**src/rtl/pic_ctl_pkg.sv**
```systemverilog
// Package: register map, field layout and source map of the interrupt controller
package pri_ctl_pkg;
	localparam int NSRC = 16;
	localparam int AW = 5;
	localparam int DW = 16;
	// Register offsets (word index on the plain register port)
	localparam logic [4:0] OFF_FLAGS0 = 5'h00;
	localparam logic [4:0] OFF_ENABLE0 = 5'h01;
	localparam logic [4:0] OFF_PRIO0 = 5'h02;
	localparam logic [4:0] OFF_PRIO1 = 5'h03;
	localparam logic [4:0] OFF_PRIO2 = 5'h04;
	localparam logic [4:0] OFF_PRIO3 = 5'h05;
	localparam logic [4:0] OFF_PRIO9 = 5'h06;
	localparam logic [4:0] OFF_CTRL1 = 5'h07;
	localparam logic [4:0] OFF_CTRL2 = 5'h08;
	localparam logic [4:0] OFF_REPORT = 5'h09;
	localparam logic [4:0] OFF_STATUS = 5'h0A;
	localparam logic [4:0] OFF_CORCTL = 5'h0B;
	localparam logic [4:0] OFF_EVSTAT = 5'h0C;
	localparam logic [4:0] OFF_EVEN = 5'h0D;
	localparam logic [4:0] OFF_EVCLR = 5'h0E;
	// Implemented bits of the flag/enable registers (one per source)
	localparam logic [15:0] SRC_MASK = 16'hB9CD;
	// Implemented priority bits of the four source priority registers and the gate register
	localparam logic [15:0] PRIO0_MASK = 16'h7707;
	localparam logic [15:0] PRIO1_MASK = 16'h7700;
	localparam logic [15:0] PRIO2_MASK = 16'h7007;
	localparam logic [15:0] PRIO3_MASK = 16'h7077;
	localparam logic [15:0] PRIO9_MASK = 16'h0070;
	localparam logic [15:0] PRIO_RST = 16'h4444;
	localparam logic [15:0] PRIO9_RST = 16'h0040;
	// Gate source index and field
	localparam int GATE_SRC = 1;
	localparam int GATE_LSB = 4;
	// Control fields
	localparam int NEST_DIS_BIT = 15;
	localparam int ALT_VEC_BIT = 15;
	localparam logic [15:0] CTRL1_MASK = 16'h801F;
	localparam logic [15:0] CTRL2_MASK = 16'h8007;
	localparam int IPL_LSB = 5;
	localparam int IPL_TOP_BIT = 3;
	localparam int VEC_LSB = 0;
	localparam int LVL_LSB = 8;
	localparam int VEC_W = 7;
	localparam int LVL_W = 4;
	localparam int PRIO_W = 3;
	// Event status bits
	localparam int EV_NEW = 0;
	localparam int EV_FLAG = 1;
	localparam int EV_W = 2;
	typedef enum logic [2:0] {
		PRI_IDLE = 3'b001,
		PRI_PEND = 3'b010,
		PRI_ACK = 3'b100
	} pri_state_t;
endpackage

```
**src/rtl/pic_prio_cmp.sv**
```systemverilog
// One step of the priority tournament between two candidates
`timescale 1ns/1ps
module pri_prio_cmp
	import pri_ctl_pkg::*;
(
	// Left candidate, lower vector
	input wire logic a_vld,
	input wire logic [2:0] a_lvl,
	input wire logic [6:0] a_vec,
	// Right candidate
	input wire logic b_vld,
	input wire logic [2:0] b_lvl,
	input wire logic [6:0] b_vec,
	// Winner
	output logic w_vld,
	output logic [2:0] w_lvl,
	output logic [6:0] w_vec
);
	logic take_b;
	// Equal levels keep the lower vector
	assign take_b = b_vld && (!a_vld || (b_lvl > a_lvl)); // RL13
	assign w_vld = a_vld || b_vld;
	assign w_lvl = take_b ? b_lvl : a_lvl;
	assign w_vec = take_b ? b_vec : a_vec;
endmodule

```
**src/rtl/pic_ctl.sv**
```systemverilog
// Prioritized interrupt controller: flags, enables, priorities and vector report
// Summary of operation
// RL1: Each source has a flag set by its request input and cleared only by software.
// RL2: A source with its enable clear is never offered, but its flag still sets.
// RL3: Each source has its own priority field that software sets to any of eight levels.
// RL4: Priority 7 is highest, 1 lowest, and 0 disables the source.
// RL5: The pending vector and its level are latched into a 7-bit and a 4-bit report field.
// RL6: The reported new level equals the programmed priority of the pending source.
// RL7: Sources map in vector order; source 0 is bit 0 and priority bits 2:0 of the first register.
// RL8: Status bits 7:5 hold the lower current level bits and software may rewrite them.
// RL9: A fourth level bit in the core control register is read-only to software.
// RL10: The first control register holds the nesting disable and trap flags.
// RL11: The second control register sets external request behaviour and alternate vectors.
// RL12: The gate source priority lives in bits 6-4 of its register; other bits read zero.
// RL13: A source is offered only if flagged, enabled and above the current level; ties go low.
// RL14: Unimplemented flag, enable and priority bits ignore writes and read zero.
`timescale 1ns/1ps
module pri_ctl
	import pri_ctl_pkg::*;
(
	// Clock and reset
	input wire logic sys_clk,
	input wire logic arst_n,
	// Register port
	input wire logic [pri_ctl_pkg::AW-1:0] reg_addr,
	input wire logic [pri_ctl_pkg::DW-1:0] reg_wdata,
	input wire logic reg_wr,
	input wire logic reg_rd,
	output logic [pri_ctl_pkg::DW-1:0] reg_rdata,
	// Request sources, from pins or other clocks
	input wire logic [pri_ctl_pkg::NSRC-1:0] irq_src,
	// Core side
	input wire logic cpu_ack,
	input wire logic trap_active,
	output logic irq_req,
	output logic [6:0] irq_vec,
	output logic [3:0] irq_lvl,
	output logic alt_vec_sel,
	output logic [2:0] ext_edge_sel,
	output logic irq_out
);
	import pri_ctl_pkg::*;

	logic [NSRC-1:0] src_meta_reg, src_sync_reg, src_prev_reg;
	logic [15:0] flags_reg, enable_reg;
	logic [15:0] prio_reg [0:3];
	logic [15:0] prio9_reg;
	logic [15:0] ctrl1_reg, ctrl2_reg;
	logic [2:0] ipl_reg;
	logic ipl_top_reg;
	logic [VEC_W-1:0] vec_reg;
	logic [LVL_W-1:0] lvl_reg;
	logic [EV_W-1:0] ev_stat_reg, ev_en_reg;
	pri_state_t state_reg;
	logic [NSRC-1:0] src_rise, src_event;
	logic [2:0] src_lvl [0:NSRC-1];
	logic [3:0] cur_lvl;
	logic [NSRC-1:0] cand;
	logic win_vld;
	logic [2:0] win_lvl;
	logic [6:0] win_vec;
	logic wr_flags;
	logic [EV_W-1:0] ev_set;

	// Requests come from foreign domains: two-stage sync first
	always_ff @(posedge sys_clk or negedge arst_n) begin
		if (!arst_n) begin
			src_meta_reg <= '0;
			src_sync_reg <= '0;
			src_prev_reg <= '0;
		end else begin
			src_meta_reg <= irq_src;
			src_sync_reg <= src_meta_reg;
			src_prev_reg <= src_sync_reg;
		end
	end

	// External pins 0, 2 and 4 may choose falling edge through the second control
	always_comb begin
		src_rise = src_sync_reg & ~src_prev_reg;
		src_event = src_rise;
		src_event[0] = ctrl2_reg[0] ? (src_prev_reg[0] & ~src_sync_reg[0])
			: src_rise[0]; // RL11
		src_event[2] = ctrl2_reg[1] ? (src_prev_reg[2] & ~src_sync_reg[2])
			: src_rise[2]; // RL11
		src_event[4] = ctrl2_reg[2] ? (src_prev_reg[4] & ~src_sync_reg[4])
			: src_rise[4]; // RL11
		src_event = src_event & SRC_MASK;
	end

	assign wr_flags = reg_wr && (reg_addr == OFF_FLAGS0);

	// Set wins over a software clear in the same cycle
	always_ff @(posedge sys_clk or negedge arst_n) begin
		if (!arst_n) begin
			flags_reg <= '0;
		end else if (wr_flags) begin
			flags_reg <= ((flags_reg & reg_wdata) | src_event) & SRC_MASK; // RL1
		end else begin
			flags_reg <= (flags_reg | src_event) & SRC_MASK; // RL1
		end
	end

	always_ff @(posedge sys_clk or negedge arst_n) begin
		if (!arst_n) begin
			enable_reg <= '0;
		end else if (reg_wr && reg_addr == OFF_ENABLE0) begin
			enable_reg <= reg_wdata & SRC_MASK; // RL14
		end
	end

	// Priority registers, four fields of three bits each; the gate register has one
	always_ff @(posedge sys_clk or negedge arst_n) begin
		if (!arst_n) begin
			prio_reg[0] <= PRIO_RST & PRIO0_MASK;
			prio_reg[1] <= PRIO_RST & PRIO1_MASK;
			prio_reg[2] <= PRIO_RST & PRIO2_MASK;
			prio_reg[3] <= PRIO_RST & PRIO3_MASK;
			prio9_reg <= PRIO9_RST;
		end else if (reg_wr) begin
			unique case (reg_addr)
				OFF_PRIO0: prio_reg[0] <= reg_wdata & PRIO0_MASK; // RL3
				OFF_PRIO1: prio_reg[1] <= reg_wdata & PRIO1_MASK; // RL3
				OFF_PRIO2: prio_reg[2] <= reg_wdata & PRIO2_MASK; // RL3
				OFF_PRIO3: prio_reg[3] <= reg_wdata & PRIO3_MASK; // RL3
				OFF_PRIO9: prio9_reg <= reg_wdata & PRIO9_MASK; // RL12
				default: ;
			endcase
		end
	end

	// Source n takes field n of the priority registers, gate source its own
	always_comb begin
		for (int n = 0; n < NSRC; n++) begin
			src_lvl[n] = prio_reg[n / 4][(n % 4) * 4 +: PRIO_W]; // RL7
		end
		src_lvl[GATE_SRC] = prio9_reg[GATE_LSB +: PRIO_W]; // RL12
	end

	// Control registers; trap flags are set by the core, cleared by software
	always_ff @(posedge sys_clk or negedge arst_n) begin
		if (!arst_n) begin
			ctrl1_reg <= '0;
			ctrl2_reg <= '0;
		end else begin
			if (reg_wr && reg_addr == OFF_CTRL1) begin
				ctrl1_reg <= reg_wdata & CTRL1_MASK; // RL10
			end
			if (trap_active) begin
				ctrl1_reg[0] <= 1'b1; // RL10
			end
			if (reg_wr && reg_addr == OFF_CTRL2) begin
				ctrl2_reg <= reg_wdata & CTRL2_MASK; // RL11
			end
		end
	end

	// Core level: three writable status bits and a top bit under hardware
	always_ff @(posedge sys_clk or negedge arst_n) begin
		if (!arst_n) begin
			ipl_reg <= '0;
			ipl_top_reg <= 1'b0;
		end else begin
			ipl_top_reg <= trap_active; // RL9
			if (cpu_ack && state_reg == PRI_PEND && !ctrl1_reg[NEST_DIS_BIT]) begin
				ipl_reg <= lvl_reg[2:0];
			end else if (cpu_ack && state_reg == PRI_PEND) begin
				ipl_reg <= 3'h7; // RL10
			end else if (reg_wr && reg_addr == OFF_STATUS) begin
				ipl_reg <= reg_wdata[IPL_LSB +: 3]; // RL8
			end
		end
	end

	assign cur_lvl = {ipl_top_reg, ipl_reg}; // RL9

	// Candidates: flagged, enabled, nonzero priority, above current level
	always_comb begin
		for (int n = 0; n < NSRC; n++) begin
			cand[n] = flags_reg[n] && enable_reg[n] // RL2
				&& (src_lvl[n] != 3'h0) // RL4
				&& ({1'b0, src_lvl[n]} > cur_lvl); // RL13
		end
	end

	// Linear tournament; lower vector wins ties
	logic lad_vld [0:NSRC];
	logic [2:0] lad_lvl [0:NSRC];
	logic [6:0] lad_vec [0:NSRC];
	assign lad_vld[0] = 1'b0;
	assign lad_lvl[0] = 3'h0;
	assign lad_vec[0] = 7'h00;
	for (genvar g = 0; g < NSRC; g++) begin : g_lad
		pri_prio_cmp u_cmp (
			.a_vld(lad_vld[g]),
			.a_lvl(lad_lvl[g]),
			.a_vec(lad_vec[g]),
			.b_vld(cand[g]),
			.b_lvl(src_lvl[g]),
			.b_vec(7'(g)),
			.w_vld(lad_vld[g+1]),
			.w_lvl(lad_lvl[g+1]),
			.w_vec(lad_vec[g+1])
		);
	end
	assign win_vld = lad_vld[NSRC];
	assign win_lvl = lad_lvl[NSRC];
	assign win_vec = lad_vec[NSRC];

	// Report latch; follows the winner while a vector is offered, held once the core acknowledges
	always_ff @(posedge sys_clk or negedge arst_n) begin
		if (!arst_n) begin
			state_reg <= PRI_IDLE;
			vec_reg <= '0;
			lvl_reg <= '0;
		end else begin
			unique case (state_reg)
				PRI_IDLE: begin
					if (win_vld) begin
						vec_reg <= win_vec; // RL5
						lvl_reg <= {1'b0, win_lvl}; // RL6
						state_reg <= PRI_PEND;
					end
				end
				PRI_PEND: begin
					if (cpu_ack) begin
						state_reg <= PRI_ACK;
					end else if (!win_vld) begin
						state_reg <= PRI_IDLE;
					end else begin
						vec_reg <= win_vec; // RL5
						lvl_reg <= {1'b0, win_lvl}; // RL6
					end
				end
				PRI_ACK: begin
					if (!cpu_ack) begin
						state_reg <= PRI_IDLE;
					end
				end
			endcase
		end
	end

	// Core outputs, registered
	always_ff @(posedge sys_clk or negedge arst_n) begin
		if (!arst_n) begin
			irq_req <= 1'b0;
			irq_vec <= '0;
			irq_lvl <= '0;
			alt_vec_sel <= 1'b0;
			ext_edge_sel <= '0;
		end else begin
			irq_req <= (state_reg == PRI_PEND) && win_vld && !cpu_ack; // RL13
			irq_vec <= vec_reg; // RL5
			irq_lvl <= lvl_reg; // RL6
			alt_vec_sel <= ctrl2_reg[ALT_VEC_BIT]; // RL11
			ext_edge_sel <= ctrl2_reg[2:0]; // RL11
		end
	end

	// Event status: new vector offered, and any flag set
	assign ev_set[EV_NEW] = (state_reg == PRI_IDLE) && win_vld;
	assign ev_set[EV_FLAG] = |src_event;

	always_ff @(posedge sys_clk or negedge arst_n) begin
		if (!arst_n) begin
			ev_stat_reg <= '0;
			ev_en_reg <= '0;
			irq_out <= 1'b0;
		end else begin
			if (reg_wr && reg_addr == OFF_EVCLR) begin
				ev_stat_reg <= (ev_stat_reg & ~reg_wdata[EV_W-1:0]) | ev_set;
			end else begin
				ev_stat_reg <= ev_stat_reg | ev_set;
			end
			if (reg_wr && reg_addr == OFF_EVEN) begin
				ev_en_reg <= reg_wdata[EV_W-1:0];
			end
			irq_out <= |(ev_stat_reg & ev_en_reg);
		end
	end

	// Read data, one cycle after the strobe; unmapped reads return zero
	always_ff @(posedge sys_clk or negedge arst_n) begin
		if (!arst_n) begin
			reg_rdata <= '0;
		end else if (reg_rd) begin
			unique case (reg_addr)
				OFF_FLAGS0: reg_rdata <= flags_reg; // RL14
				OFF_ENABLE0: reg_rdata <= enable_reg;
				OFF_PRIO0: reg_rdata <= prio_reg[0];
				OFF_PRIO1: reg_rdata <= prio_reg[1];
				OFF_PRIO2: reg_rdata <= prio_reg[2];
				OFF_PRIO3: reg_rdata <= prio_reg[3];
				OFF_PRIO9: reg_rdata <= prio9_reg; // RL12
				OFF_CTRL1: reg_rdata <= ctrl1_reg;
				OFF_CTRL2: reg_rdata <= ctrl2_reg;
				OFF_REPORT: reg_rdata <= {4'h0, lvl_reg, 1'b0, vec_reg}; // RL5
				OFF_STATUS: reg_rdata <= {8'h00, ipl_reg, 5'h00}; // RL8
				OFF_CORCTL: reg_rdata <= {12'h000, ipl_top_reg, 3'h0}; // RL9
				OFF_EVSTAT: reg_rdata <= {14'h0000, ev_stat_reg};
				OFF_EVEN: reg_rdata <= {14'h0000, ev_en_reg};
				default: reg_rdata <= '0;
			endcase
		end else begin
			reg_rdata <= '0;
		end
	end

	a_flag_sticky: assert property (@(posedge sys_clk) disable iff (!arst_n)
		!$past(wr_flags)
		|-> (flags_reg & $past(flags_reg)) == $past(flags_reg)) // RL1
		else $error("flag dropped without software clear");
	a_disabled_hidden: assert property (@(posedge sys_clk) disable iff (!arst_n)
		win_vld |-> enable_reg[win_vec[3:0]]) // RL2
		else $error("disabled source offered");
	a_zero_prio_off: assert property (@(posedge sys_clk) disable iff (!arst_n)
		win_vld |-> win_lvl != 3'h0) // RL4
		else $error("priority zero source offered");
	a_above_level: assert property (@(posedge sys_clk) disable iff (!arst_n)
		win_vld |-> {1'b0, win_lvl} > cur_lvl) // RL13
		else $error("source not above current level");
	a_level_match: assert property (@(posedge sys_clk) disable iff (!arst_n)
		state_reg == PRI_PEND |-> lvl_reg[2:0] == src_lvl[vec_reg[3:0]]) // RL6
		else $error("reported level differs from source priority");
	a_report_out: assert property (@(posedge sys_clk) disable iff (!arst_n)
		##1 irq_vec == $past(vec_reg) && irq_lvl == $past(lvl_reg)) // RL5
		else $error("report outputs lag wrong");
	a_ipl_write: assert property (@(posedge sys_clk) disable iff (!arst_n)
		reg_wr && reg_addr == OFF_STATUS && !cpu_ack
		|=> ipl_reg == $past(reg_wdata[7:5])) // RL8
		else $error("status level write lost");
	a_top_readonly: assert property (@(posedge sys_clk) disable iff (!arst_n)
		!$past(trap_active) |-> !ipl_top_reg) // RL9
		else $error("top level bit set without trap");
	a_gate_zero: assert property (@(posedge sys_clk) disable iff (!arst_n)
		(prio9_reg & ~PRIO9_MASK) == 16'h0000) // RL12
		else $error("gate register stray bits");
	a_unimpl_zero: assert property (@(posedge sys_clk) disable iff (!arst_n)
		((flags_reg | enable_reg) & ~SRC_MASK) == 16'h0000) // RL14
		else $error("unimplemented flag bit set");
endmodule

```
**config.mk**
```make
export PLATFORM = sky130hd
export DESIGN_NAME = pri_ctl
export DESIGN_NICKNAME = d
export VERILOG_FILES = /design/src/rtl/pic_ctl_pkg.sv /design/src/rtl/pic_prio_cmp.sv /design/src/rtl/pic_ctl.sv
export SDC_FILE = /design/constraint.sdc
export NUM_CORES = 1
export LEC_CHECK = 0
export BUFFER_PORTS_ARGS = -buffer_cell sky130_fd_sc_hd__buf_2
export CAP_MARGIN = 0
export CORE_MARGIN = 8
export CORE_UTILIZATION = 30
export DETAILED_ROUTE_END_ITERATION = 8
export SETUP_SLACK_MARGIN = 0.2
export SYNTH_ARGS = -nofsm -noshare
export SYNTH_HDL_FRONTEND = slang
export SYNTH_SLANG_ARGS = --single-unit
```
**constraint.sdc**
```tcl
create_clock -name sys_clk -period 15.65 [get_ports sys_clk]
set_input_delay 1.565 -clock sys_clk [delete_from_list [all_inputs] [get_ports sys_clk]]
set_output_delay 1.565 -clock sys_clk [all_outputs]
set_load 0.01 [all_outputs]
```
==> results.json, run 1 <==
{
  "vdd_drop_max_uv": 78.8,
  "nNetsFinal": 890,
  "whs_path_depth": 0,
  "min_to": "src_sync_reg[11]",
  "p_per_area_nw_per_um2": 142,
  "clock_latency_ps": 430,
  "largest_register_ffs": 30,
  "period_needed_ps": 14340,
  "synth-warning-count": 0,
  "worstHoldStart": "src_meta_reg[11]",
  "cp_max_fo": 10,
  "via_per_inst": 5.32,
  "io_pins": 76,
  "tightest_slew_ps": 1020,
  "synth_top_area_share": 0.428,
  "p_leak_nw": 3.89,
  "first_pass_iters": 7,
  "cpMaxStageDelayCell": "dfstp_2",
  "maxCapViolCount": 0,
  "fp.dieH_um": 174,
  "numPortBuffers": 65,
  "fillerInstances": 2559,
  "endpoint_kind": "register",
  "setup_viol": 0,
  "insertedDiodeCount": 0,
  "ys_seq_elements": 140,
  "avgSynthCellArea_um2": 10.4,
  "hold_class": "reg -> reg",
  "synthTopCellsByArea": "dfrtp_1 (43%), mux2_2 (8.7%), ha_1 (7.5%)",
  "post_layout_nonfiller_instances": 1145,
  "cts.sinks": 140,
  "synthCells": 719,
  "fin_ws_ps": 1310,
  "start_util": 0.301,
  "cts_tree": "done",
  "grt_use_total": 0.144,
  "slew-limit-headroom": 0.320,
  "final_core_util": 0.356,
  "r2r-start": "prio_reg[50]",
  "path_clk_slew_ps": 70,
  "final_cell_mix": "dfrtp_1 (128), nand2_1 (83), buf_2 (64)",
  "synth.distinct_cells": 78,
  "synth-edff-count": 0,
  "postCtsSetupBuffers": 0,
  "mostFrequentLayoutCell": "dfrtp_1",
  "timing.rr.end": "vec_reg[3]",
  "grt_max_degree": 83,
  "power_mw": 1.26,
  "design_area_um2": 8830,
  "wl_um": 21500,
  "r2r_cells": 70,
  "die_x_um": 174,
  "cts_buffers": 17,
  "fin_skew_ps": 11.1,
  "antenna_found_initial": 1,
  "finalHoldViolations": 0,
  "die-area_um2": 30200,
  "syn_area_um2": 7480,
  "whs_ps": 346,
  "ys.flop_type": "dfrtp_1",
  "worstPathArrival_ps": 14650,
  "num_rows": 58,
  "place_ws_ps": 823,
  "grt_pass1_wl_um": 34400,
  "coreArea_um2": 24800,
  "place_inst": 1113,
  "status": "finished clean",
  "drt_iter0_drc": 458,
  "synth_area_leader_cell": "dfrtp_1",
  "dp_hpwl_um": 16200,
  "num_vias": 6088,
  "start_kind": "register",
  "htree_levels": 4,
  "overflow": 0,
  "critical-path-max-stage-delay_ps": 610,
  "synth_async_sr_flop_share": 1.00,
  "path_class": "reg -> reg",
  "worstPathRequired_ps": 15960,
  "grt_pass1_vias": 6050,
  "crit_path_frequent_cell": "nor2_1",
  "ant_nets": 0,
  "period_share": 0.916,
  "wl_per_cell_um": 18.7,
  "fmax_mhz": 69.7,
  "gp_congestion": 0.864,
  "reg2reg_slack_ps": 1310,
  "drv_slew": 0,
  "dpl_cell_area_um2": 8250,
  "drive_above_1_share": 0.248,
  "drcViolationCount": 0,
  "clockBufferDepth": 2,
  "synthToLayoutAreaGrowth_pct": 18.1,
  "synth.yosys.seq_area_share": 0.470,
  "cts_root_buf": "clkbuf_16",
  "rsz0062_at_grt": "no",
  "fin_tns_setup_ps": 0
}
[power breakdown]
group | leakage, nW | switching (mW) | internal (mW)
registers | 1.69 | 0.0741 | 0.426
logic | 1.93 | 0.213 | 0.164
clock network | 0.265 | 0.172 | 0.207
[timing repair]
item	CTS	global route
hold buffers	0	0
setup endpoints to repair	0	7
resized for setup	0	8
[worst max-delay path, delay by kind of cell, from the launching register on]
| kind | cells | cell delay, ps |
|---|---|---|
| fa+ha+maj | 11 | 2820 |
| compound gates | 26 | 4510 |
| buf+inv | 3 | 240 |
| simple gates | 24 | 4180 |
| flops | 1 | 610 |
| mux | 6 | 1840 |
[synthesized netlist by cell type (all sizes together) (3+ instances only)]
master and instances:
nand4 3, a221oi 3, a21o 9, nor3 24, or3 9, mux2i 4
nand3b 3, and3 5, clkbuf 7, dfstp 12, o21ai 35, a31oi 12
and2 5, a41oi 3, a22o 5, inv 31, a22oi 30, a21oi 30
dfrtp 128, nor2b 7, ha 45, o22ai 3, nand2 83, nor4 5
o32ai 3, nor3b 3, nand2b 17, o2111ai 5, mux2 61, nand3 11
and3b 4, a311oi 5, o21a 5, nor2 57, buf 6
[metal layers]
metal  up-vias  part of all wire  GRT usage
met5         -           0.00061          0
met4         2             0.014     0.0485
met3        23             0.059     0.0315
met2       185              0.49      0.234
met1      3030              0.44      0.187
li1       2848                 -          -
[cells by family after synthesis]
family                   synth area share
multiplexers                       0.0987
adder cells (fa/ha/maj)            0.0768
AND/OR/NAND/NOR                     0.157
buffers and inverters              0.0242
other                            0.000501
flip-flops                          0.470
AO/OA/AOI/OAI                       0.173
[cell type report]
type | instances | area, µm² | area share
multi-input combinational | 538 | 3840 | 0.434
sequential | 140 | 3520 | 0.398
clock buffer | 17 | 425 | 0.0482
tap | 330 | 413 | 0.0467
timing repair buffer | 74 | 399 | 0.0452
clock inverter | 15 | 125 | 0.0142
inverter | 31 | 116 | 0.0132
[how the worst max path moves through the flow]
| stage | to | slack (ps) | startpoint |
|---|---|---|---|
| 4_1_cts | vec_reg[3] | 770 | prio_reg[50] |
| 5_1_grt | vec_reg[3] | 170 | prio_reg[50] |
| 6_report | vec_reg[3] | 1310 | prio_reg[50] |
| 3_5_place_dp | vec_reg[3] | 820 | prio_reg[50] |
| 2_1_floorplan | vec_reg[2] | 2660 | ipl_reg[1] |
| 3_3_place_gp | vec_reg[3] | 850 | prio_reg[50] |
Note: power is estimated with default switching activity, not from simulation.
==> run 2: changes to the inputs <==
==> constraint.sdc (replaced) <==
create_clock -name sys_clk -period 15.65 [get_ports sys_clk]
set_input_delay 2.3475 -clock sys_clk [delete_from_list [all_inputs] [get_ports sys_clk]]
set_output_delay 2.3475 -clock sys_clk [all_outputs]
set_load 0.01 [all_outputs]
==> results.json, run 2 (synthesis gave the netlist of run 1 again) <==
{
  "status": "finished clean",
  "cp_max_fo": 10,
  "clockBufferDepth": 2,
  "cts_buffers": 17,
  "drt_iter0_drc": 541,
  "rsz0062_at_grt": "no",
  "dp_hpwl_um": 16300,
  "endpoint_kind": "register",
  "antenna_found_initial": 1,
  "regArea_um2": 3520,
  "critical_path_buf_inv_count": 3,
  "multi_input_area_um2": 3830,
  "drcViolationCount": 0,
  "io_pins": 76,
  "first_pass_iters": 5,
  "cts.sinks": 140,
  "final_cell_mix": "dfrtp_1 (128), nand2_1 (83), buf_2 (64)",
  "grt_pass1_wl_um": 34500,
  "nNetsFinal": 890,
  "worstPathArrival_ps": 14560,
  "insertedDiodeCount": 0,
  "place_ws_ps": 939,
  "vdd_drop_max_uv": 83.6,
  "cts_hold_buffers": 0,
  "die_x_um": 174,
  "grt_use_total": 0.145,
  "fmax_mhz": 70.1,
  "cpMaxStageDelayCell": "dfstp_2",
  "numPortBuffers": 65,
  "grt_max_degree": 83,
  "slew-limit-headroom": 0.323,
  "num_vias": 6126,
  "clock_latency_ps": 420,
  "start_util": 0.301,
  "wl_per_cell_um": 19.0,
  "cts_tree": "done",
  "synthToLayoutAreaGrowth_pct": 18.3,
  "path_clk_slew_ps": 60,
  "wl_um": 21700,
  "setup_viol": 0,
  "path_class": "reg -> reg",
  "mostFrequentLayoutCell": "dfrtp_1",
  "period_share": 0.911,
  "fp.dieH_um": 174,
  "hold_class": "reg -> reg",
  "crit_path_frequent_cell": "nor2_1",
  "ant_nets": 0,
  "power_mw": 1.27,
  "drive_above_1_share": 0.248,
  "die-area_um2": 30200,
  "grt_pass1_vias": 6044,
  "finalHoldViolations": 0,
  "start_kind": "register",
  "path_delay_family": "compound AO/OA/AOI/OAI gates",
  "cts_root_buf": "clkbuf_16",
  "fin_skew_ps": 9.33,
  "critical-path-max-stage-delay_ps": 600,
  "maxCapViolCount": 0,
  "fin_tns_setup_ps": 0,
  "drv_slew": 0,
  "overflow": 0,
  "coreArea_um2": 24800,
  "num_rows": 58,
  "fillerInstances": 2554,
  "largest_register_ffs": 30,
  "gp_congestion": 0.884,
  "p_per_area_nw_per_um2": 144,
  "htree_levels": 4,
  "via_per_inst": 5.35,
  "fin_ws_ps": 1390,
  "period_needed_ps": 14260,
  "tightest_slew_ps": 1020,
  "p_leak_nw": 3.91,
  "worstPathRequired_ps": 15940
}
## run 2: per-layer routing
layer	track usage	routed length, µm
met5	0	13
met4	0.0431	414
met3	0.0330	1310
met2	0.236	10400
met1	0.188	9580
## run 2: timing repair
action | CTS | global route
endpoints found under the hold margin | 0 | 0
setup buffers | 0 | 0
endpoints found under the setup margin | 0 | 7
resized for setup | 0 | 8
## run 2: area by class of cell
class	count	share of cell area
tap	330	0.0466
sequential	140	0.397
timing repair buffer	74	0.0451
inverter	31	0.0131
clock buffer	18	0.0496
clock inverter	14	0.0150
multi-input combinational	538	0.433
## run 2: path summary, 6_finish.rpt
| kind | from | end | slack, ps | depth (start not counted) |
|---|---|---|---|---|
| worst max-delay path | prio_reg[50] | vec_reg[3] | 1390 | 70 |
| worst min-delay path | src_meta_reg[15] | src_sync_reg[15] | 350 | 0 |
| max in group asynchronous | arst_n | enable_reg[0] | 12350 | 2 |
| worst min register to register | src_meta_reg[15] | src_sync_reg[15] | 350 | 0 |
| min in group asynchronous | arst_n | flags_reg[7] | 1890 | 1 |
| worst max register to register | prio_reg[50] | vec_reg[3] | 1390 | 70 |
## run 2: report_power, final
group	internal [mW]	switching [mW]	leakage, nW
clock	0.226	0.168	0.280
sequential	0.426	0.0730	1.69
combinational	0.164	0.217	1.93
total	0.816	0.459	3.91
## run 2: per-stage QoR
stage	instance area (µm²)	utilization	std cells	hold slack, ps
finish	8850	0.357	1145	348
global route	8850	0.357	1145	351
CTS	8820	0.355	1145	349
detailed placement	8250	0.332	1113	335
global placement	8250	0.332	1113	333
floorplan	7490	-	722	331
==> run 3: changes to the inputs <==
CELL_PAD_IN_SITES_DETAIL_PLACEMENT = 1   (was unset)
CELL_PAD_IN_SITES_GLOBAL_PLACEMENT = 1   (was unset)
PLACE_DENSITY_LB_ADDON = 0.1   (was unset)
==> results.json, run 3 (synthesis gave the netlist of run 1 again) <==
{
  "drcViolationCount": 0,
  "mostFrequentLayoutCell": "dfrtp_1",
  "grt_max_degree": 84,
  "fillerInstances": 2838,
  "die_x_um": 174,
  "drive_above_1_share": 0.255,
  "whs_ps": 350,
  "numPortBuffers": 65,
  "rsz0062_at_grt": "no",
  "endpoint_kind": "register",
  "min_to": "src_sync_reg[13]",
  "start_kind": "register",
  "die-area_um2": 30200,
  "critical-path-max-stage-delay_ps": 620,
  "drv_slew": 0,
  "fmax_mhz": 69.0,
  "maxCapViolCount": 0,
  "clock_latency_ps": 430,
  "htree_levels": 4,
  "first_pass_iters": 4,
  "period_share": 0.926,
  "multi_input_area_um2": 3840,
  "hold_class": "reg -> reg",
  "cts_root_buf": "clkbuf_16",
  "wl_um": 25900,
  "crit_path_frequent_cell": "ha_1",
  "wl_per_cell_um": 22.5,
  "setup_viol": 0,
  "num_vias": 6220,
  "worstHoldStart": "src_meta_reg[13]",
  "use_met1": 0.228,
  "nNetsFinal": 897,
  "grt_util_met2": 0.291,
  "grt_pass1_vias": 6736,
  "final_cell_mix": "dfrtp_1 (128), nand2_1 (83), buf_2 (64)",
  "cp_max_fo": 10,
  "timing.rr.end": "vec_reg[3]",
  "fin_ws_ps": 1160,
  "grt_pass1_wl_um": 40800,
  "drt_iter0_drc": 325,
  "r2r-start": "prio_reg[50]",
  "cts.sinks": 140,
  "reg2reg_slack_ps": 1160,
  "whs_path_depth": 0,
  "dp_hpwl_um": 19400,
  "path_clk_slew_ps": 70,
  "synthToLayoutAreaGrowth_pct": 19.8,
  "cts_tree": "done",
  "busiest_layer": "met2",
  "p_leak_nw": 3.95,
  "gp_congestion": 0.830,
  "regArea_um2": 3520,
  "fin_skew_ps": 6.93,
  "via_per_inst": 5.39,
  "p_per_area_nw_per_um2": 150,
  "place_ws_ps": -24.5,
  "overflow": 0,
  "grt_use_total": 0.174,
  "fp.dieH_um": 174,
  "largest_register_ffs": 30,
  "cpMaxStageDelayCell": "dfstp_2",
  "worstPathRequired_ps": 15960,
  "vdd_drop_max_uv": 68.9,
  "slew-limit-headroom": 0.346,
  "coreArea_um2": 24800,
  "status": "finished clean",
  "cts_hold_buffers": 0,
  "period_needed_ps": 14490,
  "r2r_cells": 71,
  "worstPathArrival_ps": 14800,
  "clockBufferDepth": 2,
  "finalHoldViolations": 0,
  "path_class": "reg -> reg",
  "antenna_found_initial": 0,
  "num_rows": 58,
  "start_util": 0.301,
  "io_pins": 76,
  "use_met3": 0.0312,
  "tightest_slew_ps": 974,
  "cts_buffers": 17,
  "ant_nets": 0
}
## run 3: cell types whose count changed in the layout (fill, tap and decap cells not counted), moves of 2 or more
cell       before  now
nor2_2          1    3
nor3_1         21   23
bufinv_16       1    3
nor2_1         56   54
clkinv_2        3    0
nor3_2          2    0
buf_4           9   16
## run 3: worst max path at each step
stage	from	to	slack, ps	cells after the start
6_report	prio_reg[50]	vec_reg[3]	1160	71
5_1_grt	prio_reg[50]	vec_reg[3]	140	70
4_1_cts	prio_reg[50]	vec_reg[3]	270	70
3_5_place_dp	prio_reg[50]	vec_reg[3]	-20	67
3_3_place_gp	prio_reg[50]	vec_reg[3]	370	67
2_1_floorplan	ipl_reg[1]	vec_reg[2]	2660	68
## run 3: repair_timing
action / in CTS / in global routing
pin swaps: 0 / 3
gates resized for setup: 2 / 11
buffers inserted: 0 / 7
endpoints found under the setup margin: 6 / 7
## run 3: where the power goes
| part | leakage, nW | switching (mW) | internal, mW |
|---|---|---|---|
| logic | 1.97 | 0.237 | 0.169 |
| registers | 1.69 | 0.0766 | 0.426 |
| clock network | 0.290 | 0.177 | 0.255 |
| total | 3.95 | 0.490 | 0.850 |
## run 3: per-stage QoR
step	setup TNS [ps]	area [µm²]	instances	power, mW	utilization
global placement	0	8240	1113	0.877	0.332
global route	0	8960	1152	1.43	0.361
finish	0	8960	1153	1.34	0.361
detailed placement	-24.5	8240	1113	0.905	0.332
CTS	0	8860	1145	1.35	0.357
floorplan	0	7490	722	0.739	-
## run 3: cell type report
cell class | instances | share of cell area
antenna | 1 | 0.000279
clock buffer | 18 | 0.0479
clock inverter | 14 | 0.0207
inverter | 31 | 0.0130
multi-input combinational | 538 | 0.429
sequential | 140 | 0.393
tap | 330 | 0.0461
timing repair buffer | 81 | 0.0504
## run 3: per-layer routing
metal / part of all wire / routed length (µm)
met5: 0 / 0
met4: 0.013 / 343
met3: 0.030 / 787
met2: 0.49 / 12700
met1: 0.47 / 12100
## run 3: worst max-delay path: cells and delay by family, from the launching register on
kind | cells | cell delay [ps]
AO/OA/AOI/OAI | 26 | 4430
adder cells (fa/ha/maj) | 11 | 2850
buffers and inverters | 3 | 250
flip-flops | 1 | 620
multiplexers | 6 | 1790
AND/OR/NAND/NOR | 25 | 4390
